### src/inc/rail_supervisor_pkg.sv
// Constants for the four-rail supervisor with watchdog.
// Assumes a single 25 MHz core clock; all pins arrive asynchronously.
package rail_supervisor_pkg;
  localparam int unsigned CLK_FREQ_HZ = 25_000_000;
  localparam int unsigned NUM_CHANNELS = 4;
  // Fixed release delay, in microseconds
  localparam int unsigned FIXED_DELAY_US = 20_000;
  // Programmable delay base step per delay code unit, in microseconds
  localparam int unsigned PROG_STEP_US = 1_400;
  localparam int unsigned FIXED_DELAY_CYC =
    (FIXED_DELAY_US * (CLK_FREQ_HZ / 1_000_000));
  localparam int unsigned PROG_STEP_CYC =
    (PROG_STEP_US * (CLK_FREQ_HZ / 1_000_000));
  // Watchdog timeout, in milliseconds
  localparam int unsigned WDOG_TIMEOUT_MS = 610;
  localparam longint unsigned WDOG_TIMEOUT_CYC =
    longint'(WDOG_TIMEOUT_MS) * longint'(CLK_FREQ_HZ / 1_000);
  localparam int unsigned DELAY_CODE_W = 4;
  localparam int unsigned CNT_W = 32;
  // Values after reset
  localparam logic FAULT_RESET_VAL = 1'b1;
  localparam logic WDOG_TIMEOUT_RESET_VAL = 1'b0;
endpackage

### src/hw/release_delay_channel.sv
// One supervisor channel: holds the fault asserted while the condition
// is present and releases it after the selected delay.
// Assumes fault_cond is already synchronised to core_clk.
`timescale 1ns/100ps
module release_delay_channel
  import rail_supervisor_pkg::*;
#(
  parameter int unsigned FIXED_CYC = FIXED_DELAY_CYC,
  parameter int unsigned STEP_CYC = PROG_STEP_CYC
) (
  input wire logic core_clk,
  input wire logic sys_rst,
  input wire logic fault_cond,
  input wire logic use_prog_delay,
  input wire logic [DELAY_CODE_W-1:0] delay_code,
  output logic fault_q
);
  logic [CNT_W-1:0] cnt_q;
  logic [CNT_W-1:0] target;
  logic done;

  // Capacitor setting scales the delay; code zero still gives one step
  assign target = use_prog_delay ?
    CNT_W'(STEP_CYC) * CNT_W'({1'b0, delay_code} + 5'h01) :
    CNT_W'(FIXED_CYC);
  assign done = (cnt_q >= target - CNT_W'(1));

  always_ff @(posedge core_clk or posedge sys_rst) begin
    if (sys_rst) begin
      cnt_q <= '0;
      fault_q <= FAULT_RESET_VAL;
    end else if (fault_cond) begin
      cnt_q <= '0;
      fault_q <= 1'b1;
    end else if (fault_q) begin
      if (done) begin
        fault_q <= 1'b0;
      end else begin
        cnt_q <= cnt_q + CNT_W'(1);
      end
    end
  end
endmodule // release_delay_channel

### src/hw/quad_rail_supervisor_watchdog.sv
// Four-channel rail supervisor with a watchdog on channel one's release.
// Assumes comparator results, delay straps and kick arrive as async pins.
`timescale 1ns/100ps
// Notes on behaviour
// - Low rail asserts that channel's fault
// - Upper window overvoltage asserts channel four fault
// - Manual input low asserts channel one fault
// - Fault output held low during fault
// - Release only after channel delay expires
// - Open-drain: pull low, float after delay
// - Open or resistor strap: fixed delay
// - Capacitor strap: programmable delay by value
// - Watchdog starts when channel one releases
// - Any kick edge restarts watchdog count
// - Timeout drives watchdog output low
// - No timeout keeps watchdog output inactive
module quad_rail_supervisor_watchdog
  import rail_supervisor_pkg::*;
#(
  parameter int unsigned FIXED_CYC = FIXED_DELAY_CYC,
  parameter int unsigned STEP_CYC = PROG_STEP_CYC,
  parameter longint unsigned WDOG_CYC = WDOG_TIMEOUT_CYC,
  parameter bit OPEN_DRAIN = 1'b0
) (
  input wire logic core_clk,
  input wire logic sys_rst,
  input wire logic [2:0] rail_below_in,
  input wire logic window_lower_in,
  input wire logic window_upper_in,
  input wire logic manual_fault_in_n,
  input wire logic [3:0] delay_select_pin,
  input wire logic [4*DELAY_CODE_W-1:0] delay_code_in,
  input wire logic watchdog_kick_in,
  output logic [3:0] rail_fault_out,
  output logic [3:0] rail_fault_oe,
  output logic watchdog_timeout_out,
  output logic watchdog_timeout_oe
);
  // Raw pin bundle: rails 1..3, lower, upper, manual, kick, delay selects, delay codes
  localparam int unsigned NPIN = 11 + 4 * DELAY_CODE_W;
  logic [NPIN-1:0] pins;
  logic [NPIN-1:0] sync1_q;
  logic [NPIN-1:0] sync2_q;
  assign pins = {delay_code_in, delay_select_pin, watchdog_kick_in,
                 manual_fault_in_n, window_upper_in, window_lower_in,
                 rail_below_in};

  always_ff @(posedge core_clk or posedge sys_rst) begin
    if (sys_rst) begin
      sync1_q <= '0;
      sync2_q <= '0;
    end else begin
      sync1_q <= pins;
      sync2_q <= sync1_q;
    end
  end

  wire [2:0] rail_low = sync2_q[2:0];
  wire lower_low = sync2_q[3];
  wire upper_high = sync2_q[4];
  wire manual_n = sync2_q[5];
  wire kick_s = sync2_q[6];
  wire [3:0] prog_sel = sync2_q[10:7];
  wire [4*DELAY_CODE_W-1:0] codes = sync2_q[NPIN-1:11];

  logic [3:0] cond;
  assign cond[0] = rail_low[0] | ~manual_n;
  assign cond[1] = rail_low[1];
  assign cond[2] = rail_low[2];
  assign cond[3] = lower_low | upper_high;

  logic [3:0] fault;
  for (genvar i = 0; i < 4; i++) begin : g_ch
    release_delay_channel #(
      .FIXED_CYC(FIXED_CYC),
      .STEP_CYC(STEP_CYC)
    ) u_ch (
      .core_clk(core_clk),
      .sys_rst(sys_rst),
      .fault_cond(cond[i]),
      .use_prog_delay(prog_sel[i]),
      .delay_code(codes[i*DELAY_CODE_W +: DELAY_CODE_W]),
      .fault_q(fault[i])
    );
  end

  // Push-pull drives the level; open-drain only pulls low
  assign rail_fault_out = OPEN_DRAIN ? 4'h0 : ~fault;
  assign rail_fault_oe = OPEN_DRAIN ? fault : 4'hf;

  logic kick_prev_q;
  logic [63:0] watchdog_counter_q;
  logic wd_expired_q;
  wire kick_edge = kick_s ^ kick_prev_q;
  wire wd_run = ~fault[0];

  always_ff @(posedge core_clk or posedge sys_rst) begin
    if (sys_rst) begin
      kick_prev_q <= 1'b0;
      watchdog_counter_q <= '0;
      wd_expired_q <= WDOG_TIMEOUT_RESET_VAL;
    end else begin
      kick_prev_q <= kick_s;
      if (!wd_run || kick_edge) begin
        watchdog_counter_q <= '0;
        wd_expired_q <= 1'b0;
      end else if (watchdog_counter_q >= WDOG_CYC - 64'h1) begin
        wd_expired_q <= 1'b1;
      end else begin
        watchdog_counter_q <= watchdog_counter_q + 64'h1;
      end
    end
  end

  assign watchdog_timeout_out = OPEN_DRAIN ? 1'b0 : ~wd_expired_q;
  assign watchdog_timeout_oe = OPEN_DRAIN ? wd_expired_q : 1'b1;
endmodule // quad_rail_supervisor_watchdog

### config.mk
export PLATFORM = sky130hd
export DESIGN_NAME = quad_rail_supervisor_watchdog
export DESIGN_NICKNAME = d
export VERILOG_FILES = /design/src/inc/rail_supervisor_pkg.sv /design/src/hw/release_delay_channel.sv /design/src/hw/quad_rail_supervisor_watchdog.sv
export SDC_FILE = /design/constraint.sdc
export NUM_CORES = 1
export LEC_CHECK = 0
export BUFFER_PORTS_ARGS = -buffer_cell sky130_fd_sc_hd__buf_4
export CORE_MARGIN = 3
export CORE_UTILIZATION = 58
export CTS_CLUSTER_SIZE = 8
export DETAILED_ROUTE_END_ITERATION = 10
export PLACE_DENSITY = 0.85
export SLEW_MARGIN = 10
export SYNTH_ARGS = -nofsm -noshare
export SYNTH_HDL_FRONTEND = slang
export SYNTH_SLANG_ARGS = --single-unit
### constraint.sdc
create_clock -name core_clk -period 8.1 [get_ports core_clk]
set_input_delay 1.215 -clock core_clk [delete_from_list [all_inputs] [get_ports core_clk]]
set_output_delay 1.215 -clock core_clk [all_outputs]
set_load 0.1 [all_outputs]
# ---- After elaboration in Yosys (flattened, before gate mapping)
# Index checks and enable logic that the tools add are counted.
dict set report word_totals {
  ff_bits 252
  output_inout_bits 10
}
dict set report classes {
  add_sub_neg 13
  mul 4
  magnitude_cmp 5
  eq_ne 5
  mux 32
  bitwise_logic 6
  n_reduce_logical 10
}
# op count
set ops {}
lappend ops {{32-bit 2-to-1 mux} 16}
lappend ops {{32-bit by 1-bit adder with 32-bit output, second input constant} 4}
lappend ops {{32-bit greater-or-equal comparator} 4}
lappend ops {{13-bit by 32-bit multiplier with 29-bit output, first input constant} 4}
lappend ops {{64-bit 2-to-1 mux} 2}
lappend ops {{32-bit by 1-bit subtractor with 32-bit output, second input constant} 4}
lappend ops {{64-bit by 1-bit adder with 64-bit output, second input constant} 1}
lappend ops {{64-bit by 24-bit greater-or-equal comparator with 1-bit output, second input constant} 1}
lappend ops {{4-bit by 1-bit adder with 5-bit output, second input constant} 4}
lappend ops {{1-bit 2-to-1 mux} 14}
lappend ops {{2-bit nonzero test} 5}
lappend ops {{2-bit AND reduction} 4}
lappend ops {{2-bit inequality test, second input constant} 3}
lappend ops {{2-bit by 1-bit inequality test with 1-bit output, second input constant} 2}
lappend ops {{4-bit NOT} 1}
lappend ops {{1-bit NOT} 2}
lappend ops {{1-bit bitwise OR} 2}
lappend ops {{1-bit logical OR} 1}
lappend ops {{1-bit bitwise XOR} 1}

# ---- Depth between registers and ports, before layout
# Gate-level depths: netlist of run 1.
dict set report depth {
  ltp_word 8
  depth_mapped 31
  ltp_nobuf 27
}

# ---- Modules after synthesis
# A second synthesis of run 1 with hierarchy kept.
dict set report unflattened {
  hier_cells 2175
  hier_area_um2 19976.7
}
# module instances cells_each area_each_um2 seq_area_each_um2
set modules_own_cells {}
lappend modules_own_cells {{release_delay_channel at g_ch[0].u_ch ...} 2 455 3901.2 827.0}
lappend modules_own_cells {quad_rail_supervisor_watchdog 1 344 4350.4 3002.9}
lappend modules_own_cells {{release_delay_channel at g_ch[1].u_ch} 1 465 4001.3 827.0}
lappend modules_own_cells {{release_delay_channel at g_ch[2].u_ch} 1 456 3822.4 827.0}

# ---- Worst setup path after synthesis of run 1
# OpenSTA, ideal clock, no wires.
dict set report synth_timing {
  path_type {reg2reg}
  from {reg sync2_q[15]}
  to {reg g_ch[1].u_ch.cnt_q[8]}
  setup_time_ns 0.078
  arrival_ns 7.967
  path_slack_ns 0.055
  stages_incl_launch_ff 30
  path_buffers 2
  synth_period_minus_slack_ns 8.045
  path_cell_list {dfrtp_1 > ha_1 > xor2_1 > clkinv_1 > fa_1 > inv_1 > ha_1 > inv_1 > fa_1 > inv_1 > ha_1 > clkbuf_1 > o21a_1 > a211o_1 > a31o_2 > nor3_1 > a31oi_1 > or3b_2 > nor2_1 > nand4_1 > ha_1 > a21o_1 > a21o_1 > a21oi_1 > o21ai_0 > a2111oi_2 > nand3_1 > clkbuf_1 > or3_1 > a21oi_1}
}
dict set report synth_via {
  elab_chain_cells 7
}
# item line
set synth_lines {}
lappend synth_lines {{start, declared} quad_rail_supervisor_watchdog.sv:43} ;# logic [NPIN-1:0] sync2_q;
lappend synth_lines {{start signal, assigned} quad_rail_supervisor_watchdog.sv:54} ;# sync2_q <= sync1_q;
lappend synth_lines {{4-bit by 1-bit adder with 5-bit output} release_delay_channel.sv:24} ;# CNT_W'(STEP_CYC) * CNT_W'({1'b0, delay_code} + 5'h01) :
lappend synth_lines {{13-bit by 32-bit multiplier with 29-bit output} release_delay_channel.sv:24}
lappend synth_lines {{32-bit 2-to-1 mux} release_delay_channel.sv:23} ;# assign target = use_prog_delay ?
lappend synth_lines {{32-bit by 1-bit subtractor with 32-bit output} release_delay_channel.sv:26} ;# assign done = (cnt_q >= target - CNT_W'(1));
lappend synth_lines {{32-bit greater-or-equal comparator} release_delay_channel.sv:26}
lappend synth_lines {{2-bit inequality test (no source line)} --}
lappend synth_lines {{2-bit AND reduction (no source line)} --}
lappend synth_lines {{end signal, assigned} release_delay_channel.sv:39} ;# cnt_q <= cnt_q + CNT_W'(1);
lappend synth_lines {{end, declared} release_delay_channel.sv:18} ;# logic [CNT_W-1:0] cnt_q;
# No other way between the ends.
# A chain may end at the register's enable or synchronous reset.

# ---- Worst setup path in the final report of run 1
dict set report layout_timing {
  from {reg sync2_q[15]}
  to {reg g_ch[1].u_ch.cnt_q[20]}
}
# Same word-level chain as after synthesis.

==> run metrics, run 1 <==
sw frac=0.321; flops & latches, synth=approximately 250; largest net degree at the start of global routing=188; H-tree depth=2; DP Area=0.0198 mm^2; port buffer count=33; Routed WL=42900 um; Rel. slew slack=0.205; Syn Area/Cell=approximately 9 um^2; Int Pwr=roughly 2.6 mW; die area=0.0351 mm^2; Worst path slowest cell=fa_1; clock share of power=0.384; share of layout cells above drive strength 1=0.0780; Peak VDD IR=between 0.15 and 0.2 mV; vias per cell=between 6 and 7; ys flop type=dfrtp_1; core area=roughly 0.032 mm^2; Crit Path Category=reg -> reg; mux cell area share after synthesis=0.00799; Synth Area in Compound Gates=0.148; LEAKAGE=9.60 nW; Final ANT Viol Nets=0; Post-synth EDFFs=0; CP Data Required Time=8.54 ns; Hold WS=~0.34 ns; routability cong.=about 0.9; crit path buf inv count=4; Hold/Removal Path Class=reg -> reg; CP startpoint=sync2_q[15]; number of antenna violations at the first check in global routing=0; Critical Path Fanout Max=14; Synth cell types=between 80 and 90; most frequent cell on the critical path=ha_1; worst flop-to-flop path startpoint=sync2_q[15]; outcome=completed; Max Clk Rate=130 MHz; Yosys Warn Count=0; TritonCTS Buffers=38; dpl cells=roughly 2500; simple-gate area share of the yosys netlist=0.234; # IOs=39; Global Route Usage Sum=0.239; Std-Cell Rows=between 60 and 70; Mapped Area=0.0191 mm^2; DRT Pass-1 Iters=5; combinational share of power=0.270; final number of hold-violating endpoints=0; nets@finish=2425; Die Wd=about 190 um; Mapped Cells=around 2100; Synth Area in Adders=0.172; crit-path max cell delay=between 0.5 and 0.6 ns; CTS clock-pin slew for the worst setup and hold paths=about 0.05 ns; # hold bufs at CTS=0; initial core utilization=0.596; CTS tree=done; # clock sinks=about 250; sequential fraction of the synthesis area=0.330; ys async rst share=1.00; sequential power share=0.345; CTS root buf=clkbuf_16; die height=between 150 and 200 um; largest family of logic cells by synthesized area=simple AND/OR/NAND/NOR gates; Tmin final=7.70 ns; routed len/inst=around 16 um; Setup TNS=0 ns; Clock Tree Buf Depth=3; Area growth syn-to-layout=10.0%; worst hold start=sync1_q[7]; worst-margin pin slew=around 1.2 ns; post-synthesis xor/xnor area fraction=0.0720; design area=~0.021 mm^2; Crit path max-delay family=adder cells; Clock Skew=0.0172 ns; fin crit share=0.951; top-area cell type share of the netlist area=0.325; number of antenna diodes=0; fin. max-slew vios=0; Power Density=between 150 and 200 mW/mm^2; ranking of synthesized cells by area=dfrtp_1 (32%), ha_1 (15%), xnor2_1 (4.6%); initial drt markers=about 1300; Psw=~1.2 mW; vias in the first global route=~16000; DRC=0; GR Overflow Total=0; CP startpoint kind=flip-flop; first-pass GRT wire length=73300 um; Yosys top cell by area=dfrtp_1; CP arrival=slightly above 8 ns; fin cells=roughly 2600; maxcap violations=0; Critical Path Sink Type=flip-flop; # fillers=roughly 2500; Vias=about 16000; worst skew pair latency=0.53 ns; final setup fails=0; DP Wirelength=30400 um; fin util=0.656
-- power groups by stage --
stage	Combinational [mW]	Clock [mW]	Sequential (mW)
4_1_cts	0.987	1.47	1.30
6_report	1.02	1.45	1.30
3_3_place_gp	0.936	0	1.32
3_5_place_dp	0.978	0	1.32
5_1_grt	1.14	1.53	1.30
2_1_floorplan	0.789	0	1.31
-- Yosys cell counts (9+ instances only) --
master,n
a21o_1,55
fa_1,22
or2_2,11
o21bai_1,9
or3_1,66
xnor2_1,101
nand2_1,154
a211oi_1,17
and2_1,13
o21a_1,14
and3_1,82
and4_1,11
nand3_1,110
nor3_1,52
o21ai_0,95
nor4_1,37
nor2_1,144
clkbuf_1,72
a31oi_1,11
nand2b_1,15
o31ai_1,16
nor2b_1,13
dfrtp_1,248
nand4_1,86
xor2_1,56
mux2i_1,13
inv_1,84
or4_1,23
a21oi_1,130
ha_1,227
-- what timing repair did --
action,in CTS,in global routing
endpoints found under the setup margin,0,92
gates resized for setup,0,25
setup buffers,0,5
-- per-stage QoR --
step                      worst slack, ns  power (mW)
final                               0.395        3.76
after detailed placement            0.109        2.30
after floorplan                    0.0550        2.10
after global placement              0.354        2.25
after global routing              -0.0181        3.97
after CTS                          0.0553        3.76
-- sequential cells by signal, indices dropped and copies added (netlist names) --
name and flops:
g_ch.u_ch.cnt_q 128, g_ch.u_ch.fault_q 4, kick_prev_q 1, sync1_q 27, sync2_q 27, watchdog_counter_q 64, wd_expired_q 1
-- path summary, 6_finish.rpt --
| kind | endpoint | slack (ns) | cells past startpoint |
|---|---|---|---|
| max in group asynchronous | g_ch[2].u_ch.cnt_q[12] | 5.68 | 4 |
| max reg2reg | g_ch[1].u_ch.cnt_q[20] | 0.40 | 27 |
| min | sync2_q[7] | 0.34 | 0 |
| min in group asynchronous | sync2_q[4] | 0.95 | 3 |
| max | g_ch[1].u_ch.cnt_q[20] | 0.40 | 27 |
| min reg2reg | sync2_q[7] | 0.34 | 0 |
-- logic make-up after synthesis --
| kind of cell | after synthesis |
|---|---|
| buffers and inverters | 173 |
| other | 1 |
| AOI/OAI and AO/OA | 434 |
| muxes | 15 |
| adders and majority gates | 249 |
| xor gates and xnor gates | 157 |
| DFF | 252 |
| and+or+nand+nor | 846 |
-- per-layer routing --
layer  track usage  share of wire  up-vias
met5             0              0        -
met4        0.0719          0.025        0
met3        0.0335          0.049      113
met2         0.418           0.49      463
met1         0.307           0.43     7860
li1              -              -     7845
-- cells in the final DEF, fill, tap and decap left out, types with 50 or more instances in the layout --
cell type / instances
nor2_1: 143
nand3_1: 107
and3_1: 81
a21o_1: 55
buf_4: 61
o21ai_0: 95
xnor2_1: 99
ha_1: 226
xor2_1: 54
a21oi_1: 130
nand2_1: 153
nand4_1: 86
dfrtp_1: 248
or3_1: 66
inv_1: 82
nor3_1: 50
-- layout make-up --
type	instances	area [um^2]	share of cell area
clock buffer	56	1030	0.0489
clock inverter	5	51.3	0.00244
inverter	86	330	0.0157
multi-input combinational	1706	12300	0.583
sequential	252	6310	0.300
tap	435	544	0.0259
timing repair buffer	63	493	0.0235
-- worst register-to-register path: cells and delay by family (launching register included) --
kind / cells / cell delay [ns]
fa+ha+maj: 6 / 2.33
buf+inv: 4 / 0.35
flops: 1 / 0.44
simple gates: 7 / 2.21
compound gates: 10 / 2.28
Note: power is estimated with default switching activity, not from simulation.
==> run 2: changes to the inputs <==
--- a/config.mk
+++ b/config.mk
@@ -10,6 +10,7 @@
 export CORE_UTILIZATION = 58
 export CTS_CLUSTER_SIZE = 8
 export DETAILED_ROUTE_END_ITERATION = 10
+export MAX_ROUTING_LAYER = met4
 export PLACE_DENSITY = 0.85
 export SLEW_MARGIN = 10
 export SYNTH_ARGS = -nofsm -noshare
==> run 2 against run 1 <==
  * Utilization down 0.14 points
  * Worst setup slack worse by 0.015 ns
  * Register-to-register slack worse by 0.02 ns
  * Sequential cell count unchanged
  * Die area unchanged
  * Fmax down 0.20%
  * Non-clock buffer count down 5
  * Routed wire length down 2.2%
  * Sequential share of layout area up 0.064 points
  * Critical path depth up 1
  * Power about the same
  * Critical path type unchanged
==> run metrics, run 2 (synthesized netlist as in run 1, its figures left out) <==
sw frac=0.319; Std-Cell Rows=65; CTS root buf=clkbuf_16; fin crit share=0.953; Power Density=approximately 180 mW/mm^2; fin cells=2599; # clock sinks=about 250; final number of hold-violating endpoints=0; die height=about 190 um; commonest non-fill, non-tap cell in the layout=dfrtp_1; Routed WL=~42000 um; number of antenna diodes=0; routability cong.=0.937; # hold bufs at CTS=0; core area=~0.032 mm^2; Crit Path Category=reg -> reg; nets@finish=around 2400; Crit path depth=28; share of layout cells above drive strength 1=0.0739; vias in the first global route=~16000; number of antenna violations at the first check in global routing=0; GR Overflow Total=0; CP arrival=roughly 8.1 ns; Hold/Removal Path Class=reg -> reg; die area=~0.035 mm^2; fin. max-slew vios=0; worst skew pair latency=roughly 0.54 ns; area of the multi-input gates=between 0.01 and 0.015 mm^2; Critical Path Fanout Max=39; first-pass GRT wire length=72200 um; TritonCTS Buffers=38; Peak VDD IR=about 0.16 mV; routed len/inst=approximately 16 um; Most flops, register=g_ch.u_ch.cnt_q; Rel. slew slack=0.268; CTS clock-pin slew for the worst setup and hold paths=roughly 0.050 ns; met3 usage=0.0322; pre-CTS WS=between 0.15 and 0.2 ns; initial core utilization=0.596; most frequent cells in the layout=dfrtp_1 (248), ha_1 (227), nand2_1 (153), nor2_1 (143), a21oi_1 (130); Int Pwr=2.56 mW; biggest regs=g_ch.u_ch.cnt_q (128), watchdog_counter_q (64); largest net degree at the start of global routing=around 190; worst-margin pin slew=1.10 ns; Tot Pwr=between 3 and 4 mW; GR Util met2=0.414; fin worst setup slack=between 0.3 and 0.4 ns; Final ANT Viol Nets=0; DRT Pass-1 Iters=7; crit-path max cell delay=a little under 0.6 ns; sequential power share=0.345; DP Area=between 0.015 and 0.02 mm^2; Hold Path Depth=0; design area=between 0.02 and 0.025 mm^2; # fillers=~2600; gr busiest metal=met2; Crit path max-delay family=simple AND/OR/NAND/NOR gates; CP Data Required Time=between 8 and 9 ns; clock share of power=0.390; final setup fails=0; Clock Skew=approximately 0.026 ns; grt met1 use=0.304; Tmin final=7.72 ns; worst reg2reg path depth=28; Psw=between 1 and 1.5 mW; dpl cells=around 2500; CP startpoint kind=flip-flop; Worst path slowest cell=fa_1; Largest register FFs=approximately 130; Vias=16100; combinational share of power=0.264; Area growth syn-to-layout=9.78%; DRC=0; outcome=completed; initial drt markers=approximately 1200; Global Route Usage Sum=0.243; most frequent cell on the critical path=inv_1; maxcap violations=0; vias per cell=between 6 and 7; DP Wirelength=approximately 30000 um; crit path buf inv count=5; # IOs=39; LEAKAGE=about 9.6 nW; CTS tree=done; Clock Tree Buf Depth=3; H-tree depth=2; Die Wd=roughly 190 um; Reg area=0.00631 mm^2; Critical Path Sink Type=flip-flop; Max Clk Rate=~130 MHz; port buffer count=33
[run 2: cell count changes in the layout (fill, tap and decap cells not counted), sizes merged]
cell    before  now
buf         63   57
clkbuf      56   58
clkinv       5    3
inv         84   86
[run 2: timing repair]
action                                 in CTS  in global routing
resized for setup                           0                 17
endpoints found under the hold margin       0                  0
setup endpoints to repair                   0                 78
setup buffers                               0                  1
[run 2: per-layer routing]
metal	part of all wire	vias to the layer above
li1	-	7855
met1	0.44	7743
met2	0.49	398
met3	0.043	98
met4	0.023	0
met5	0	-
[run 2: layout make-up]
cell class,instances,area share
Timing Repair Buffer,58,0.0217
Sequential cell,252,0.301
Clock inverter,5,0.00340
Multi-Input combinational cell,1706,0.583
Tap cell,435,0.0260
Clock buffer,57,0.0497
Inverter,86,0.0156
[run 2: per-stage QoR]
stage,hold slack (ns),setup TNS [ns],utilization
after floorplan,0.331,0,-
after global placement,0.332,0,0.617
after detailed placement,0.335,0,0.617
after CTS,0.338,0,0.652
after global routing,0.346,-0.0367,0.654
final,0.336,0,0.654
[run 2: worst paths after layout]
kind	start	endpoint	slack, ns
worst min-delay path	sync1_q[11]	sync2_q[11]	0.34
worst max register to register	sync2_q[23]	g_ch[3].u_ch.cnt_q[31]	0.38
max in group asynchronous	sys_rst	watchdog_counter_q[8]	5.70
worst min register to register	sync1_q[11]	sync2_q[11]	0.34
worst max-delay path	sync2_q[23]	g_ch[3].u_ch.cnt_q[31]	0.38
min in group asynchronous	sys_rst	sync1_q[3]	0.94
[run 2: power groups by stage]
stage / registers (mW) / logic, mW / clock network (mW)
finish: 1.30 / 0.994 / 1.47
floorplan: 1.31 / 0.789 / 0
CTS: 1.30 / 0.983 / 1.51
global placement: 1.32 / 0.936 / 0
detailed placement: 1.32 / 0.973 / 0
global route: 1.30 / 1.12 / 1.57
[run 2: worst reg2reg max path, delay by kind of cell (launching register included)]
kind | cells | cell delay, ns
xor gates and xnor gates | 2 | 0.48
and+or+nand+nor | 11 | 2.58
AOI/OAI and AO/OA | 5 | 1.43
buffers and inverters | 5 | 0.63
DFF | 1 | 0.48
adders and majority gates | 5 | 1.98
